[config.mk]
export PLATFORM = sky130hd
export DESIGN_NAME = adc_serial_port
export DESIGN_NICKNAME = d
export VERILOG_FILES = /design/src/hw/sample_fifo.v /design/src/hw/adc_serial_port.v
export VERILOG_INCLUDE_DIRS = /design/src /design/src/hw
export SDC_FILE = /design/constraint.sdc
export NUM_CORES = 1
export LEC_CHECK = 0
export BUFFER_PORTS_ARGS = -buffer_cell sky130_fd_sc_hd__buf_2
export CORE_MARGIN = 2
export CORE_UTILIZATION = 37
export CTS_CLUSTER_DIAMETER = 80
export DETAILED_ROUTE_END_ITERATION = 12
export RECOVER_POWER = 100
export SYNTH_ARGS = -nofsm -noshare
export SYNTH_HDL_FRONTEND = slang
export SYNTH_SLANG_ARGS = --single-unit
[constraint.sdc]
create_clock -name core_clk -period 4.6 [get_ports core_clk]
set_input_delay 0.69 -clock core_clk [delete_from_list [all_inputs] [get_ports core_clk]]
set_output_delay 0.69 -clock core_clk [all_outputs]
set_load 0.01 [all_outputs]
[src/hw/adc_port_defines.vh]
`ifndef ADC_PORT_DEFINES_VH
`define ADC_PORT_DEFINES_VH

// word lengths on the serial line, and bit counter width
`define ADC_WORD_BITS 24
`define ADC_SHORT_BITS 16
`define ADC_CNT_BITS 5

// control register fields
`define ADC_CTRL_SHORT_BIT 0
`define ADC_CTRL_CALSEL_BIT 1

// reset values
`define ADC_CTRL_RESET 24'h000000
`define ADC_CAL_RESET 24'h000000
`define ADC_OUT_RESET 24'h000000

// pin synchroniser: {sclk, rfs_n, tfs_n, sel, sdi} idle levels
`define ADC_PIN_COUNT 5
`define ADC_PIN_IDLE 5'h0E
`define ADC_PIN_SCLK 4
`define ADC_PIN_RFS 3
`define ADC_PIN_TFS 2
`define ADC_PIN_SEL 1
`define ADC_PIN_SDI 0

// fifo
`define ADC_FIFO_DEPTH 8

`endif

[src/hw/sample_fifo.v]
`timescale 1ns/1ps
module sample_fifo #(
  parameter WIDTH = 24,
  parameter DEPTH = 8,
  parameter AW = 3
) (
  input wire core_clk, // system clock
  input wire resetn, // async reset, active low
  input wire [WIDTH-1:0] in_data, // write data
  input wire in_valid, // write request
  output reg in_ready, // not full
  output wire [WIDTH-1:0] out_data, // head word
  output reg out_valid, // not empty
  input wire out_ready // pop request
);
  reg [WIDTH-1:0] mem [0:DEPTH-1];
  reg [AW-1:0] wr_ptr_q;
  reg [AW-1:0] rd_ptr_q;
  reg [AW:0] count_q;
  wire push;
  wire pop;
  wire [AW:0] count_d;

  assign push = in_valid & in_ready;
  assign pop = out_ready & out_valid;
  assign count_d = count_q + {{AW{1'b0}}, push} - {{AW{1'b0}}, pop};
  assign out_data = mem[rd_ptr_q];

  function [AW-1:0] bump;
    input [AW-1:0] p;
    begin
      if (p == DEPTH - 1)
        bump = {AW{1'b0}};
      else
        bump = p + {{(AW-1){1'b0}}, 1'b1};
    end
  endfunction

  always @(posedge core_clk) begin
    if (push)
      mem[wr_ptr_q] <= in_data;
  end

  // flags registered from next count so ports come from flops
  always @(posedge core_clk or negedge resetn) begin
    if (!resetn) begin
      wr_ptr_q <= {AW{1'b0}};
      rd_ptr_q <= {AW{1'b0}};
      count_q <= {(AW+1){1'b0}};
      in_ready <= 1'b0;
      out_valid <= 1'b0;
    end else begin
      if (push)
        wr_ptr_q <= bump(wr_ptr_q);
      if (pop)
        rd_ptr_q <= bump(rd_ptr_q);
      count_q <= count_d;
      in_ready <= (count_d != DEPTH);
      out_valid <= (count_d != {(AW+1){1'b0}});
    end
  end
endmodule

[src/hw/adc_serial_port.v]
`timescale 1ns/1ps
`include "adc_port_defines.vh"
module adc_serial_port #(
  parameter FIFO_DEPTH = `ADC_FIFO_DEPTH
) (
  input wire core_clk, // 40 MHz system clock
  input wire resetn, // async reset, active low
  input wire serial_clk, // host serial clock pin
  input wire receive_frame_n, // read frame, active low
  input wire transmit_frame_n, // write frame, active low
  input wire register_select, // high: output/cal, low: control
  input wire serial_io_line_in, // data pin, input side
  output reg serial_io_line_out, // data pin, output side
  output reg serial_io_line_oe, // data pin drive enable
  output reg word_available_n, // new output word, active low
  input wire [`ADC_WORD_BITS-1:0] sample_data, // converter result
  input wire sample_valid, // result offered
  output wire sample_ready, // fifo has room
  output reg [`ADC_WORD_BITS-1:0] ctrl_q, // control register
  output reg [`ADC_WORD_BITS-1:0] cal_q, // calibration register
  output reg write_done // one-cycle pulse per committed write
);
  localparam W = `ADC_WORD_BITS;
  localparam CW = `ADC_CNT_BITS;
  localparam NP = `ADC_PIN_COUNT;
  localparam [1:0] KIND_OUT = 2'h0;
  localparam [1:0] KIND_CTRL = 2'h1;
  localparam [1:0] KIND_CAL = 2'h2;
  localparam integer LONG_I = `ADC_WORD_BITS - 1;
  localparam integer SHORT_I = `ADC_SHORT_BITS - 1;
  localparam [CW-1:0] LAST_LONG = LONG_I[CW-1:0];
  localparam [CW-1:0] LAST_SHORT = SHORT_I[CW-1:0];
  localparam [CW-1:0] CNT_ONE = 5'h01;

  reg [NP-1:0] s1_q;
  reg [NP-1:0] s2_q;
  reg [NP-1:0] s3_q;
  reg [NP-1:0] pin_q;
  reg [NP-1:0] prev_q;

  reg rd_act_q;
  reg rd_act_d;
  reg [1:0] rd_kind_q;
  reg [1:0] rd_kind_d;
  reg [CW-1:0] rd_cnt_q;
  reg [CW-1:0] rd_cnt_d;
  reg [W-1:0] rd_shift_q;
  reg [W-1:0] rd_shift_d;
  reg word_available_n_n_d;

  reg [CW-1:0] wr_cnt_q;
  reg [W-1:0] wr_shift_q;
  reg [W-1:0] out_word_q;

  wire sclk_rise;
  wire sclk_fall;
  wire rfs_fall;
  wire rfs_low;
  wire tfs_low;
  wire sel_high;
  wire short_word;
  wire cal_sel;
  wire [CW-1:0] rd_last;
  wire fifo_valid;
  wire [W-1:0] fifo_data;
  wire fifo_pop;
  wire [W-1:0] wr_word;

  function edge_up;
    input now_v;
    input old_v;
    begin
      edge_up = now_v & ~old_v;
    end
  endfunction

  assign sclk_rise = edge_up(pin_q[`ADC_PIN_SCLK], prev_q[`ADC_PIN_SCLK]);
  assign sclk_fall = edge_up(prev_q[`ADC_PIN_SCLK], pin_q[`ADC_PIN_SCLK]);
  assign rfs_fall = edge_up(prev_q[`ADC_PIN_RFS], pin_q[`ADC_PIN_RFS]);
  assign rfs_low = ~pin_q[`ADC_PIN_RFS];
  assign tfs_low = ~pin_q[`ADC_PIN_TFS];
  assign sel_high = pin_q[`ADC_PIN_SEL];
  assign short_word = ctrl_q[`ADC_CTRL_SHORT_BIT];
  assign cal_sel = ctrl_q[`ADC_CTRL_CALSEL_BIT];
  assign rd_last = (rd_kind_q == KIND_OUT && short_word) ?
                   LAST_SHORT : LAST_LONG;
  // first bit in ends up as msb
  assign wr_word = {wr_shift_q[W-2:0], pin_q[`ADC_PIN_SDI]};
  // refill only while no word is pending or being read
  assign fifo_pop = word_available_n & fifo_valid &
                    ~(rd_act_q & rd_kind_q == KIND_OUT);

  sample_fifo #(
    .WIDTH(W),
    .DEPTH(FIFO_DEPTH),
    .AW(3)
  ) u_fifo (
    .core_clk(core_clk),
    .resetn(resetn),
    .in_data(sample_data),
    .in_valid(sample_valid),
    .in_ready(sample_ready),
    .out_data(fifo_data),
    .out_valid(fifo_valid),
    .out_ready(fifo_pop)
  );

  // pins are asynchronous; a change counts once stages 2 and 3 agree
  always @(posedge core_clk or negedge resetn) begin
    if (!resetn) begin
      s1_q <= `ADC_PIN_IDLE;
      s2_q <= `ADC_PIN_IDLE;
      s3_q <= `ADC_PIN_IDLE;
      pin_q <= `ADC_PIN_IDLE;
      prev_q <= `ADC_PIN_IDLE;
    end else begin
      s1_q <= {serial_clk, receive_frame_n, transmit_frame_n,
               register_select, serial_io_line_in};
      s2_q <= s1_q;
      s3_q <= s2_q;
      // hold on disagreement so a settling bit never counts
      pin_q <= (s3_q & ~(s2_q ^ s3_q)) | (pin_q & (s2_q ^ s3_q));
      prev_q <= pin_q;
    end
  end

  always @* begin
    rd_act_d = rd_act_q;
    rd_kind_d = rd_kind_q;
    rd_cnt_d = rd_cnt_q;
    rd_shift_d = rd_shift_q;
    word_available_n_n_d = word_available_n;
    if (fifo_pop)
      word_available_n_n_d = 1'b0;
    if (rfs_fall && !rd_act_q) begin
      // select low reads control, high reads output or cal
      // select held high by the frame can never reach control
      if (!sel_high) begin
        rd_act_d = 1'b1;
        rd_kind_d = KIND_CTRL;
        rd_shift_d = ctrl_q;
      end else if (cal_sel) begin
        rd_act_d = 1'b1;
        rd_kind_d = KIND_CAL;
        rd_shift_d = cal_q;
      end else if (!word_available_n) begin
        // word pending: the output word is loaded and shifted out
        rd_act_d = 1'b1;
        rd_kind_d = KIND_OUT;
        rd_shift_d = out_word_q;
      end
      rd_cnt_d = {CW{1'b0}};
    end else if (sclk_fall && rd_act_q && rfs_low) begin
      // bit position survives frame gaps mid-word
      if (rd_cnt_q == rd_last) begin
        rd_act_d = 1'b0;
        rd_cnt_d = {CW{1'b0}};
        // final falling edge releases data ready
        if (rd_kind_q == KIND_OUT)
          word_available_n_n_d = 1'b1;
      end else begin
        // shift left so msb leaves first
        rd_shift_d = {rd_shift_q[W-2:0], 1'b0};
        rd_cnt_d = rd_cnt_q + CNT_ONE;
      end
    end
  end

  always @(posedge core_clk or negedge resetn) begin
    if (!resetn) begin
      rd_act_q <= 1'b0;
      rd_kind_q <= KIND_OUT;
      rd_cnt_q <= {CW{1'b0}};
      rd_shift_q <= `ADC_OUT_RESET;
      word_available_n <= 1'b1;
      out_word_q <= `ADC_OUT_RESET;
      serial_io_line_out <= 1'b0;
      serial_io_line_oe <= 1'b0;
    end else begin
      rd_act_q <= rd_act_d;
      rd_kind_q <= rd_kind_d;
      rd_cnt_q <= rd_cnt_d;
      rd_shift_q <= rd_shift_d;
      word_available_n <= word_available_n_n_d;
      if (fifo_pop)
        out_word_q <= fifo_data;
      // pin carries the top of the shifter
      serial_io_line_out <= rd_shift_d[W-1];
      // drive only inside an open frame of a live read
      serial_io_line_oe <= rd_act_d & rfs_low & ~rfs_fall | rd_act_d &
                           rfs_fall;
    end
  end

  // writes: sampled on the high level, i.e. at each rising edge
  always @(posedge core_clk or negedge resetn) begin
    if (!resetn) begin
      wr_cnt_q <= {CW{1'b0}};
      wr_shift_q <= `ADC_CTRL_RESET;
      ctrl_q <= `ADC_CTRL_RESET;
      cal_q <= `ADC_CAL_RESET;
      write_done <= 1'b0;
    end else begin
      write_done <= 1'b0;
      if (sclk_rise && tfs_low) begin
        // count runs on across frame gaps until all 24 bits
        if (wr_cnt_q == LAST_LONG) begin
          wr_cnt_q <= {CW{1'b0}};
          write_done <= 1'b1;
          // select low during the write picks control
          if (sel_high)
            cal_q <= wr_word;
          else
            ctrl_q <= wr_word;
        end else begin
          wr_cnt_q <= wr_cnt_q + CNT_ONE;
        end
        wr_shift_q <= wr_word;
      end
    end
  end
endmodule

# After elaboration in Yosys (flattened, before gate mapping)

Memories as Yosys holds them, arrays and structs flattened. A register that Yosys moved wholly into a read port is not among the register bits.
Index checks and enable logic that the tools add are counted.

Memories: 1
Register bits after elaboration: 148
Logic and storage cells: 106
RAM bits: 192
Input bits: 32
Output and inout port bits: 53

Memories:

| name       | words | width | read ports | clocked after memory_dff | wr ports | line             | RTL |
|---|---|---|---|---|---|---|---|
| u_fifo.mem | 8     | 24    | 1          | 1                        | 1        | sample_fifo.v:16 | `reg [WIDTH-1:0] mem [0:DEPTH-1];` |

Reductions and logical operators: 14
Eq/ne operators: 8
Mux-type cells: 31
Bitwise gates (word level): 24
$add $sub $neg: 6

Operators with widths:

| cell                                                           | number |
|---|---|
| 24-bit two-way mux                                             | 6 |
| 5-bit two-way mux                                              | 5 |
| 1-bit two-way mux                                              | 15 |
| 1-bit bitwise AND                                              | 11 |
| 5-bit by 1-bit adder with 5-bit output (second input constant) | 2 |
| 5-bit bitwise AND                                              | 2 |
| 3-bit AND reduction                                            | 3 |
| 4-bit != test (second input constant)                          | 2 |
| 1-bit NOT                                                      | 7 |
| 3-bit by 1-bit adder with 3-bit output (second input constant) | 2 |
| 3-bit equality test (second input constant)                    | 2 |
| 2-bit two-way mux                                              | 3 |
| 3-bit two-way mux                                              | 2 |
| 5-bit equality test                                            | 1 |
| 5-bit equality test (second input constant)                    | 1 |
| 1-bit logical AND                                              | 5 |
| 5-bit NOT                                                      | 1 |
| 5-bit bitwise OR                                               | 1 |
| 5-bit XOR                                                      | 1 |
| 4-bit by 1-bit adder with 4-bit output                         | 1 |
| 4-bit nonzero test                                             | 1 |
| 4-bit by 1-bit subtractor with 4-bit output                    | 1 |
| 3-bit != test (second input constant)                          | 1 |
| 1-bit logical NOT                                              | 2 |
| other kinds (5)                                                | 5 |

# Logic depth before layout (Yosys ltp)

Gate-level depths: netlist (run 1).

Depth in word-level cells: 10
Depth in mapped cells: 12
Gate-level depth less buffers: 11

# By module

Synthesis (run 1) repeated with hierarchy kept, for this count alone.

Cells, all modules: 859
Area total of the unflattened synthesis: 14655.3 um^2

By module, submodules not included:

| module          | cells each | seq. area each (um^2) | instances | area each (um^2) |
|---|---|---|---|---|
| sample_fifo     | 338        | 6065.8                | 1         | 8045.2 |
| adc_serial_port | 521        | 3946.3                | 1         | 6610.1 |

# Worst setup path before layout (run 1)

No wires, ideal clock.

Path type: input-to-reg
Start: input sample_valid
End: memory u_fifo.mem[0][0] (enable)
Stages on the path: 2
Library setup time: 0.466 ns
Arrival: 3.191 ns
Path buffers: 0
Data required time: 4.134 ns
Slack: 0.943 ns
Path through: nand2_1 -> nor4_1

Longest elaborated chain between the ends: 3

RTL lines:

| what                                    | line                 | RTL |
|---|---|---|
| start, declared                         | adc_serial_port.v:17 | `input wire sample_valid,` |
| 1-bit bitwise AND                       | sample_fifo.v:24     | `assign push = in_valid & in_ready;` |
| 1-bit two-way mux                       | sample_fifo.v:40     | `if (push)` |
| 1-bit two-way mux (not written as such) | sample_fifo.v:41     | `mem[wr_ptr_q] <= in_data;` |
| end, declared                           | sample_fifo.v:16     |  |

No other way between the ends.

# Worst setup path in the final report (run 1)

Start: register prev_q[3]
End: register rd_shift_q[0]

Longest elaborated chain between the ends: 4
Elaborated cells between the ends (all ways): 7
Classes of those cells: eq/ne (2); mux (1); bitwise (1); reduce/logical (3)

RTL lines:

| what                                            | line                  | RTL |
|---|---|---|
| start, declared                                 | adc_serial_port.v:39  | `reg [NP-1:0] prev_q;` |
| start signal, assigned                          | adc_serial_port.v:115 | `` prev_q <= `ADC_PIN_IDLE; `` |
| start signal, assigned                          | adc_serial_port.v:123 | `prev_q <= pin_q;` |
| 1-bit bitwise AND (*)                           | adc_serial_port.v:73  | `edge_up = now_v & ~old_v;` |
| 1-bit logical AND (*)                           | adc_serial_port.v:135 | `if (rfs_fall && !rd_act_q) begin` |
| 4-bit != test (no line) (tied with other cells) | n/a                   |  |
| 3-bit AND reduction (no line)                   | n/a                   |  |
| end signal, assigned                            | adc_serial_port.v:174 | `` rd_shift_q <= `ADC_OUT_RESET; `` |
| end signal, assigned                            | adc_serial_port.v:183 | `rd_shift_q <= rd_shift_d;` |
| end, declared                                   | adc_serial_port.v:47  | `reg [W-1:0] rd_shift_q;` |

Mark *: on every way between the ends. The rest lies on a longest branch, timed or not.
A chain may end at the register's enable or synchronous reset.

==> impl_metrics.env, run 1 <==
export IMPL_timing_rr_start="prev_q[3]"
export IMPL_violations="capacitance limit, slew limit"
export IMPL_status="finished with violations"
export IMPL_synthFlopType="edfxtp_1"
export IMPL_initial_utilization_pct=37.4
export IMPL_postCtsSetupRepairBufs=0
export IMPL_grt_pass1_wl_mm=44.9
export IMPL_antenna_found_initial=3
export IMPL_slew_violations=439
export IMPL_clk_path_buf_depth=3
export IMPL_cts_sinks=361
export IMPL_numPortBuffers=84
export IMPL_synth_fa_ha_area_share_pct=1.36
export IMPL_crit_family="buffers and inverters"
export IMPL_first_global_vias=7594
export IMPL_dp_hpwl_mm=17.4
export IMPL_cts_resized_gates=0
export IMPL_p_leak_uw=0.00609
export IMPL_yosys_area_share_xor_xnor_pct=0.549
export IMPL_cts_buffers=38
export IMPL_cp_arrival_ns=3.74
export IMPL_ios=85
export IMPL_use_met1_pct=20.0
export IMPL_min_path_cells=1
export IMPL_tns_ns=0
export IMPL_htree_num_levels=2
export IMPL_synth_area_leaders="edfxtp_1 40%, dfrtp_1 27%, mux4_2 7.5%"
export IMPL_grt_max_degree=89
export IMPL_rr_worst_depth=5
export IMPL_core_mm2=0.0385
export IMPL_drc=0
export IMPL_grt_use_total_pct=14.3
export IMPL_min_to="s1_q[2]"
export IMPL_drive_gt1_share_pct=21.5
export IMPL_yosysWarnings=0
export IMPL_period_share_pct=72.2
export IMPL_die_area_mm2=0.0404
export IMPL_async_flop_share_pct=46.8
export IMPL_vdd_drop_max_mv=0.223
export IMPL_drt_pass1_iter_count=6
export IMPL_yosys_area_top_type="edfxtp_1"
export IMPL_use_met2_pct=22.5
export IMPL_syn_cell_area_mm2=0.0144
export IMPL_worstSetupPathType="reg2reg"
export IMPL_syn_num_nets=893
export IMPL_grt_overflow_total=0
export IMPL_vias_per_cell=4.88
export IMPL_cts_tree="yes"
export IMPL_yosysUniqueCellTypes=45
export IMPL_place_area_mm2=0.0154
export IMPL_finalNetCount=990
export IMPL_crit_required_ns=5.02
export IMPL_ys_ff_latch=361
export IMPL_layout_setup_ws_ns=1.28
export IMPL_syn_avg_cell_area_um2=16.9
export IMPL_slew_headroom_pct=-75.0
export IMPL_hp_start="transmit_frame_n"
export IMPL_power_density_mw_per_mm2=500
export IMPL_finalSetupViolCount=0
export IMPL_hold_viol=0
export IMPL_area_delta_synth_final_pct=14.7
export IMPL_critPathLaunchType="flop"
export IMPL_fin_cells=1496
export IMPL_synthMuxAreaShare_pct=18.9
export IMPL_wl_per_cell_um=19.1
export IMPL_maxCapViolations=13
export IMPL_final_area_mm2=0.0165
export IMPL_wl_mm=28.5
export IMPL_clkSlewWorstSetupHoldPaths_ns=0.06
export IMPL_met3_usage_pct=3.10
export IMPL_postRouteAntennaNets=0
export IMPL_finClkSkew_ns=0.0158
export IMPL_fin_util_pct=42.9
export IMPL_die_w_um=201
export IMPL_worst_setup_path_end_kind="flop"
export IMPL_pre_cts_ws_ns=1.88
export IMPL_synth_simple_area_share_pct=3.47
export IMPL_worstPathCellList="nor3b_1 -> o21ai_0 -> o21ai_2 -> clkbuf_1 -> mux2_2"
export IMPL_min_period_ns=3.32
export IMPL_postSynthCellCount=850
export IMPL_cp_slowest_stage_delay_ns=1.40
export IMPL_synth_seq_area_share_pct=69.7
export IMPL_r2r_setup_slack_ns=1.28
export IMPL_synth_edf_count=192
export IMPL_synth_compound_area_share_pct=3.52
export IMPL_finalWeightedCongestion=0.759
export IMPL_clk_latency_ns=0.55
export IMPL_cts_hold_buf=0
export IMPL_synth_top_family_by_area="multiplexers"
export IMPL_crit_fanout=24
export IMPL_rows=72
export IMPL_hp_class="in2reg"
export IMPL_dpl_cell_count=1425
export IMPL_drt_iter0_markers=380
export IMPL_worstReg2RegEnd="rd_shift_q[0]"
export IMPL_cp_num_buf_inv=1
export IMPL_worstMarginPinSlew_ns=2.62
export IMPL_rsz0062_at_grt="no"
export IMPL_slowest_stage="clkbuf_1"
export IMPL_busiest_layer="met2"
export IMPL_synth_top_area_share_pct=40.1
export IMPL_die_h_um=201
export IMPL_clock_fmax_mhz=301
export IMPL_yosysMostFrequentCell="edfxtp_1"
export IMPL_cts_root_buf="clkbuf_16"
export IMPL_vias=7294
export IMPL_synth_commonest_cells="192 x edfxtp_1, 155 x dfrtp_1, 70 x mux2i_1, 68 x mux2_2, 48 x mux4_2"
## cell usage in the layout, fill, tap and decap left out, drive strengths merged, types with 3 or more instances in the layout
master  Yosys  routed
inv        32      34
nor2b       3       3
nor3b       3       3
dfstp      14      14
a21o        3       3
bufinv      0       5
edfxtp    192     192
clkinv      0      12
xnor2       5       5
dfrtp     155     155
clkbuf     17     136
mux2i      70      70
mux4       48      48
nor2       31      31
a21oi      24      24
mux2       79      79
maj3        5       5
nor3        8       8
nand2      42      42
nand3       5       5
o21ai      31      31
nand2b      4       4
xor2        4       4
a211oi     23      23
buf        28      16
ha         10      10
## worst max-delay path by stage
stage | slack [ns] | end | from | depth (start not counted)
floorplan | 0.94 | u_fifo.mem[0][0] | sample_valid | 2
CTS | 1.85 | ctrl_q[11] | prev_q[4] | 5
global placement | 1.93 | ctrl_q[23] | prev_q[4] | 5
global route | 0.89 | ctrl_q[18] | resetn | 2
detailed placement | 1.88 | ctrl_q[23] | prev_q[4] | 5
finish | 1.28 | rd_shift_q[0] | prev_q[3] | 5
## registers in the layout, summed over array words and instances, names as in the netlist, 2 cells and up, named ones only
| name | cells |
|---|---|
| cal_q | 24 |
| wr_shift_q | 23 |
| s2_q | 5 |
| u_fifo.wr_ptr_q | 3 |
| u_fifo.count_q | 4 |
| out_word_q | 24 |
| wr_cnt_q | 5 |
| rd_shift_q | 23 |
| rd_kind_q | 2 |
| s1_q | 5 |
| u_fifo.rd_ptr_q | 3 |
| prev_q | 2 |
| s3_q | 5 |
| ctrl_q | 24 |
| u_fifo.mem | 192 |
| rd_cnt_q | 5 |
## where the power goes
part           switching [µW]  internal [µW]
clock                    1270           1920
sequential                223           3910
combinational             539            373
total                    2030           6200
## layout make-up
type	count	area (µm²)
well taps	518	648
inverters	32	120
clock inverters	20	268
fillers	3486	22000
clock buffers	50	1060
multi-input cells	412	3950
repair buffers	102	425
diodes	1	2.50
flip-flops and latches	361	10000
## worst reg2reg max path: cells and delay by family (launching register included)
kind	cells	cell delay [ns]
buf+inv	1	1.40
flops	1	0.52
mux	1	0.46
compound gates	2	0.42
simple gates	1	0.39
## layer usage
layer / vias to the layer above / part of all wire (%) / wire [µm]
met1: 3734 / 47 / 13500
met4: 4 / 2.2 / 632
met2: 121 / 46 / 13200
met3: 47 / 3.9 / 1110
met5: - / 0.088 / 25
li1: 3388 / - / -
## stage by stage
step | power (µW) | hold slack [ns]
CTS | 8370 | 0.220
detailed placement | 5160 | 0.342
finish | 8240 | 0.242
global placement | 5110 | 0.336
floorplan | 4790 | 0.331
global route | 8630 | 0.225
## kinds of logic (layout without fill, tap and decap cells)
group	count (synthesis)	after routing
buf+inv	77	204
fa+ha+maj	16	16
compound gates	85	85
mux	197	197
other cells	0	1
simple gates	105	105
flops	361	361
xor+xnor	9	9
No activity file was read; power rests on OpenSTA's default activity.
==> run 2: changes to the inputs <==
clock period = 2.9 ns   (was 4.6 ns; I/O delays follow)
==> run 2 against run 1 <==
The flow still finishes with violations (capacitance limit, slew limit). Flip-flop and latch count unchanged. Via count up 0.62%. Worst setup slack got worse by 0.97 ns. Combinational power up 62%. Global-route usage increased by 0.27 points. Critical path depth is the same. Clock skew shrank 0.0019 ns. Non-clock buffer count up 9. Sequential power up 58%. Routed wire length grew 2.1%. Design area is 0.58% higher. Die area stayed put.
==> impl_metrics.env, run 2 (synthesis gave the netlist of run 1 again) <==
export IMPL_dp_hpwl_mm=17.5
export IMPL_finalSetupViolCount=0
export IMPL_layout_commonest_cell="edfxtp_1"
export IMPL_critPathLaunchType="flop"
export IMPL_p_leak_uw=0.00616
export IMPL_cts_buffers=39
export IMPL_ios=85
export IMPL_slew_violations=62
export IMPL_pre_cts_ws_ns=0.411
export IMPL_clk_path_buf_depth=3
export IMPL_power_frac_seq_pct=50.4
export IMPL_whs_ns=0.0248
export IMPL_antenna_found_initial=5
export IMPL_power_density_mw_per_mm2=782
export IMPL_clkSlewWorstSetupHoldPaths_ns=0.06
export IMPL_drive_gt1_share_pct=23.1
export IMPL_cp_slowest_stage_delay_ns=0.64
export IMPL_min_period_ns=2.59
export IMPL_largest_reg_flops=192
export IMPL_hold_viol=0
export IMPL_cts_sinks=361
export IMPL_slowest_stage="clkbuf_2"
export IMPL_die_area_mm2=0.0404
export IMPL_drc=0
export IMPL_cp_arrival_ns=2.99
export IMPL_cts_tree="yes"
export IMPL_area_delta_synth_final_pct=15.4
export IMPL_wl_per_cell_um=19.3
export IMPL_violations="capacitance limit, slew limit"
export IMPL_cts_root_buf="clkbuf_16"
export IMPL_postRouteAntennaNets=0
export IMPL_die_h_um=201
export IMPL_power_switching_share_pct=24.7
export IMPL_drt_pass1_iter_count=4
export IMPL_grt_max_degree=63
export IMPL_finalWeightedCongestion=0.714
export IMPL_rsz0062_at_grt="no"
export IMPL_status="finished with violations"
export IMPL_crit_fanout=24
export IMPL_cp_num_buf_inv=1
export IMPL_initial_utilization_pct=37.4
export IMPL_finalNetCount=1000
export IMPL_hp_class="in2reg"
export IMPL_place_area_mm2=0.0155
export IMPL_rows=72
export IMPL_grt_overflow_total=0
export IMPL_first_global_vias=7724
export IMPL_vias=7339
export IMPL_grt_use_total_pct=14.6
export IMPL_wl_mm=29.1
export IMPL_top_register="u_fifo.mem"
export IMPL_drt_iter0_markers=453
export IMPL_maxCapViolations=1
export IMPL_worst_setup_path_end_kind="flop"
export IMPL_slew_headroom_pct=-6.34
export IMPL_clock_fmax_mhz=386
export IMPL_period_share_pct=89.4
export IMPL_r2r_setup_slack_ns=0.31
export IMPL_clkPwrFrac_pct=38.2
export IMPL_die_w_um=201
export IMPL_worstSetupPathType="reg2reg"
export IMPL_postCtsSetupRepairBufs=0
export IMPL_final_area_mm2=0.0166
export IMPL_worstPathCellList="nor3b_1 -> o21ai_0 -> o21ai_2 -> clkbuf_2 -> mux2_2"
export IMPL_worstMarginPinSlew_ns=1.60
export IMPL_layout_setup_ws_ns=0.309
export IMPL_crit_required_ns=3.30
export IMPL_htree_num_levels=2
export IMPL_mostFrequentLayoutCells="192 x edfxtp_1, 153 x dfrtp_1, 81 x clkbuf_1"
export IMPL_finClkSkew_ns=0.0139
export IMPL_combPwrFrac_pct=11.4
export IMPL_clk_latency_ns=0.52
export IMPL_core_mm2=0.0385
export IMPL_crit_family="buffers and inverters"
export IMPL_p_sw_uw=3200
export IMPL_vdd_drop_max_mv=0.336
export IMPL_numPortBuffers=84
export IMPL_grt_pass1_wl_mm=46.0
export IMPL_p_int_uw=9770
export IMPL_vias_per_cell=4.87
## run 2: what timing repair did
action | 4_1_cts | 5_1_grt
endpoints found under the setup margin | 0 | 0
resized for setup | 0 | 0
endpoints found under the hold margin | 47 | 0
hold buffers | 3 | 0
## run 2: path summary, 6_finish.rpt
kind                                  start                  to  cells after the start
setup / recovery                  prev_q[3]       rd_shift_q[0]                      5
hold / removal             transmit_frame_n             s1_q[2]                      1
setup reg to reg                  prev_q[3]       rd_shift_q[0]                      5
hold reg to reg                     s1_q[3]             s2_q[3]                      0
max in group asynchronous            resetn       out_word_q[0]                      3
min in group asynchronous            resetn  u_fifo.wr_ptr_q[0]                      2
## run 2: worst register-to-register path, delay by kind of cell (launching register included)
family	cells	cell delay (ns)
compound gates	2	0.46
flops	1	0.52
simple gates	1	0.44
buf+inv	1	0.64
mux	1	0.42
## run 2: area by class of cell
cell class / instances / area, µm²
Sequential cell: 361 / 10000
Fill cell: 3482 / 21900
Antenna cell: 2 / 5.00
Timing Repair Buffer: 111 / 523
Multi-Input combinational cell: 412 / 3970
Tap cell: 518 / 648
Inverter: 32 / 120
Clock inverter: 19 / 185
Clock buffer: 52 / 1120
## run 2: power by group through the flow
stage | Sequential [µW] | Combinational [µW] | Clock, µW
final | 6540 | 1480 | 4950
after global routing | 6630 | 1690 | 5280
after CTS | 6550 | 1560 | 5080
after detailed placement | 6640 | 1550 | 0
after global placement | 6620 | 1510 | 0
after floorplan | 6540 | 1060 | 0
## run 2: routing by layer
metal	vias up	track usage, %	wire (µm)
li1	3404	-	-
met1	3768	20.4	13600
met2	114	23.2	13600
met3	47	3.26	1350
met4	6	3.73	494
met5	-	0	36
## run 2: stage by stage
stage / util, % / total power [µW] / instances / setup TNS [ns]
2_1_floorplan: - / 7600 / 850 / -0.272
3_3_place_gp: 40.2 / 8130 / 1431 / 0
3_5_place_dp: 40.2 / 8190 / 1431 / 0
4_1_cts: 43.6 / 13200 / 1505 / 0
5_1_grt: 43.1 / 13600 / 1505 / 0
6_report: 43.1 / 13000 / 1507 / 0
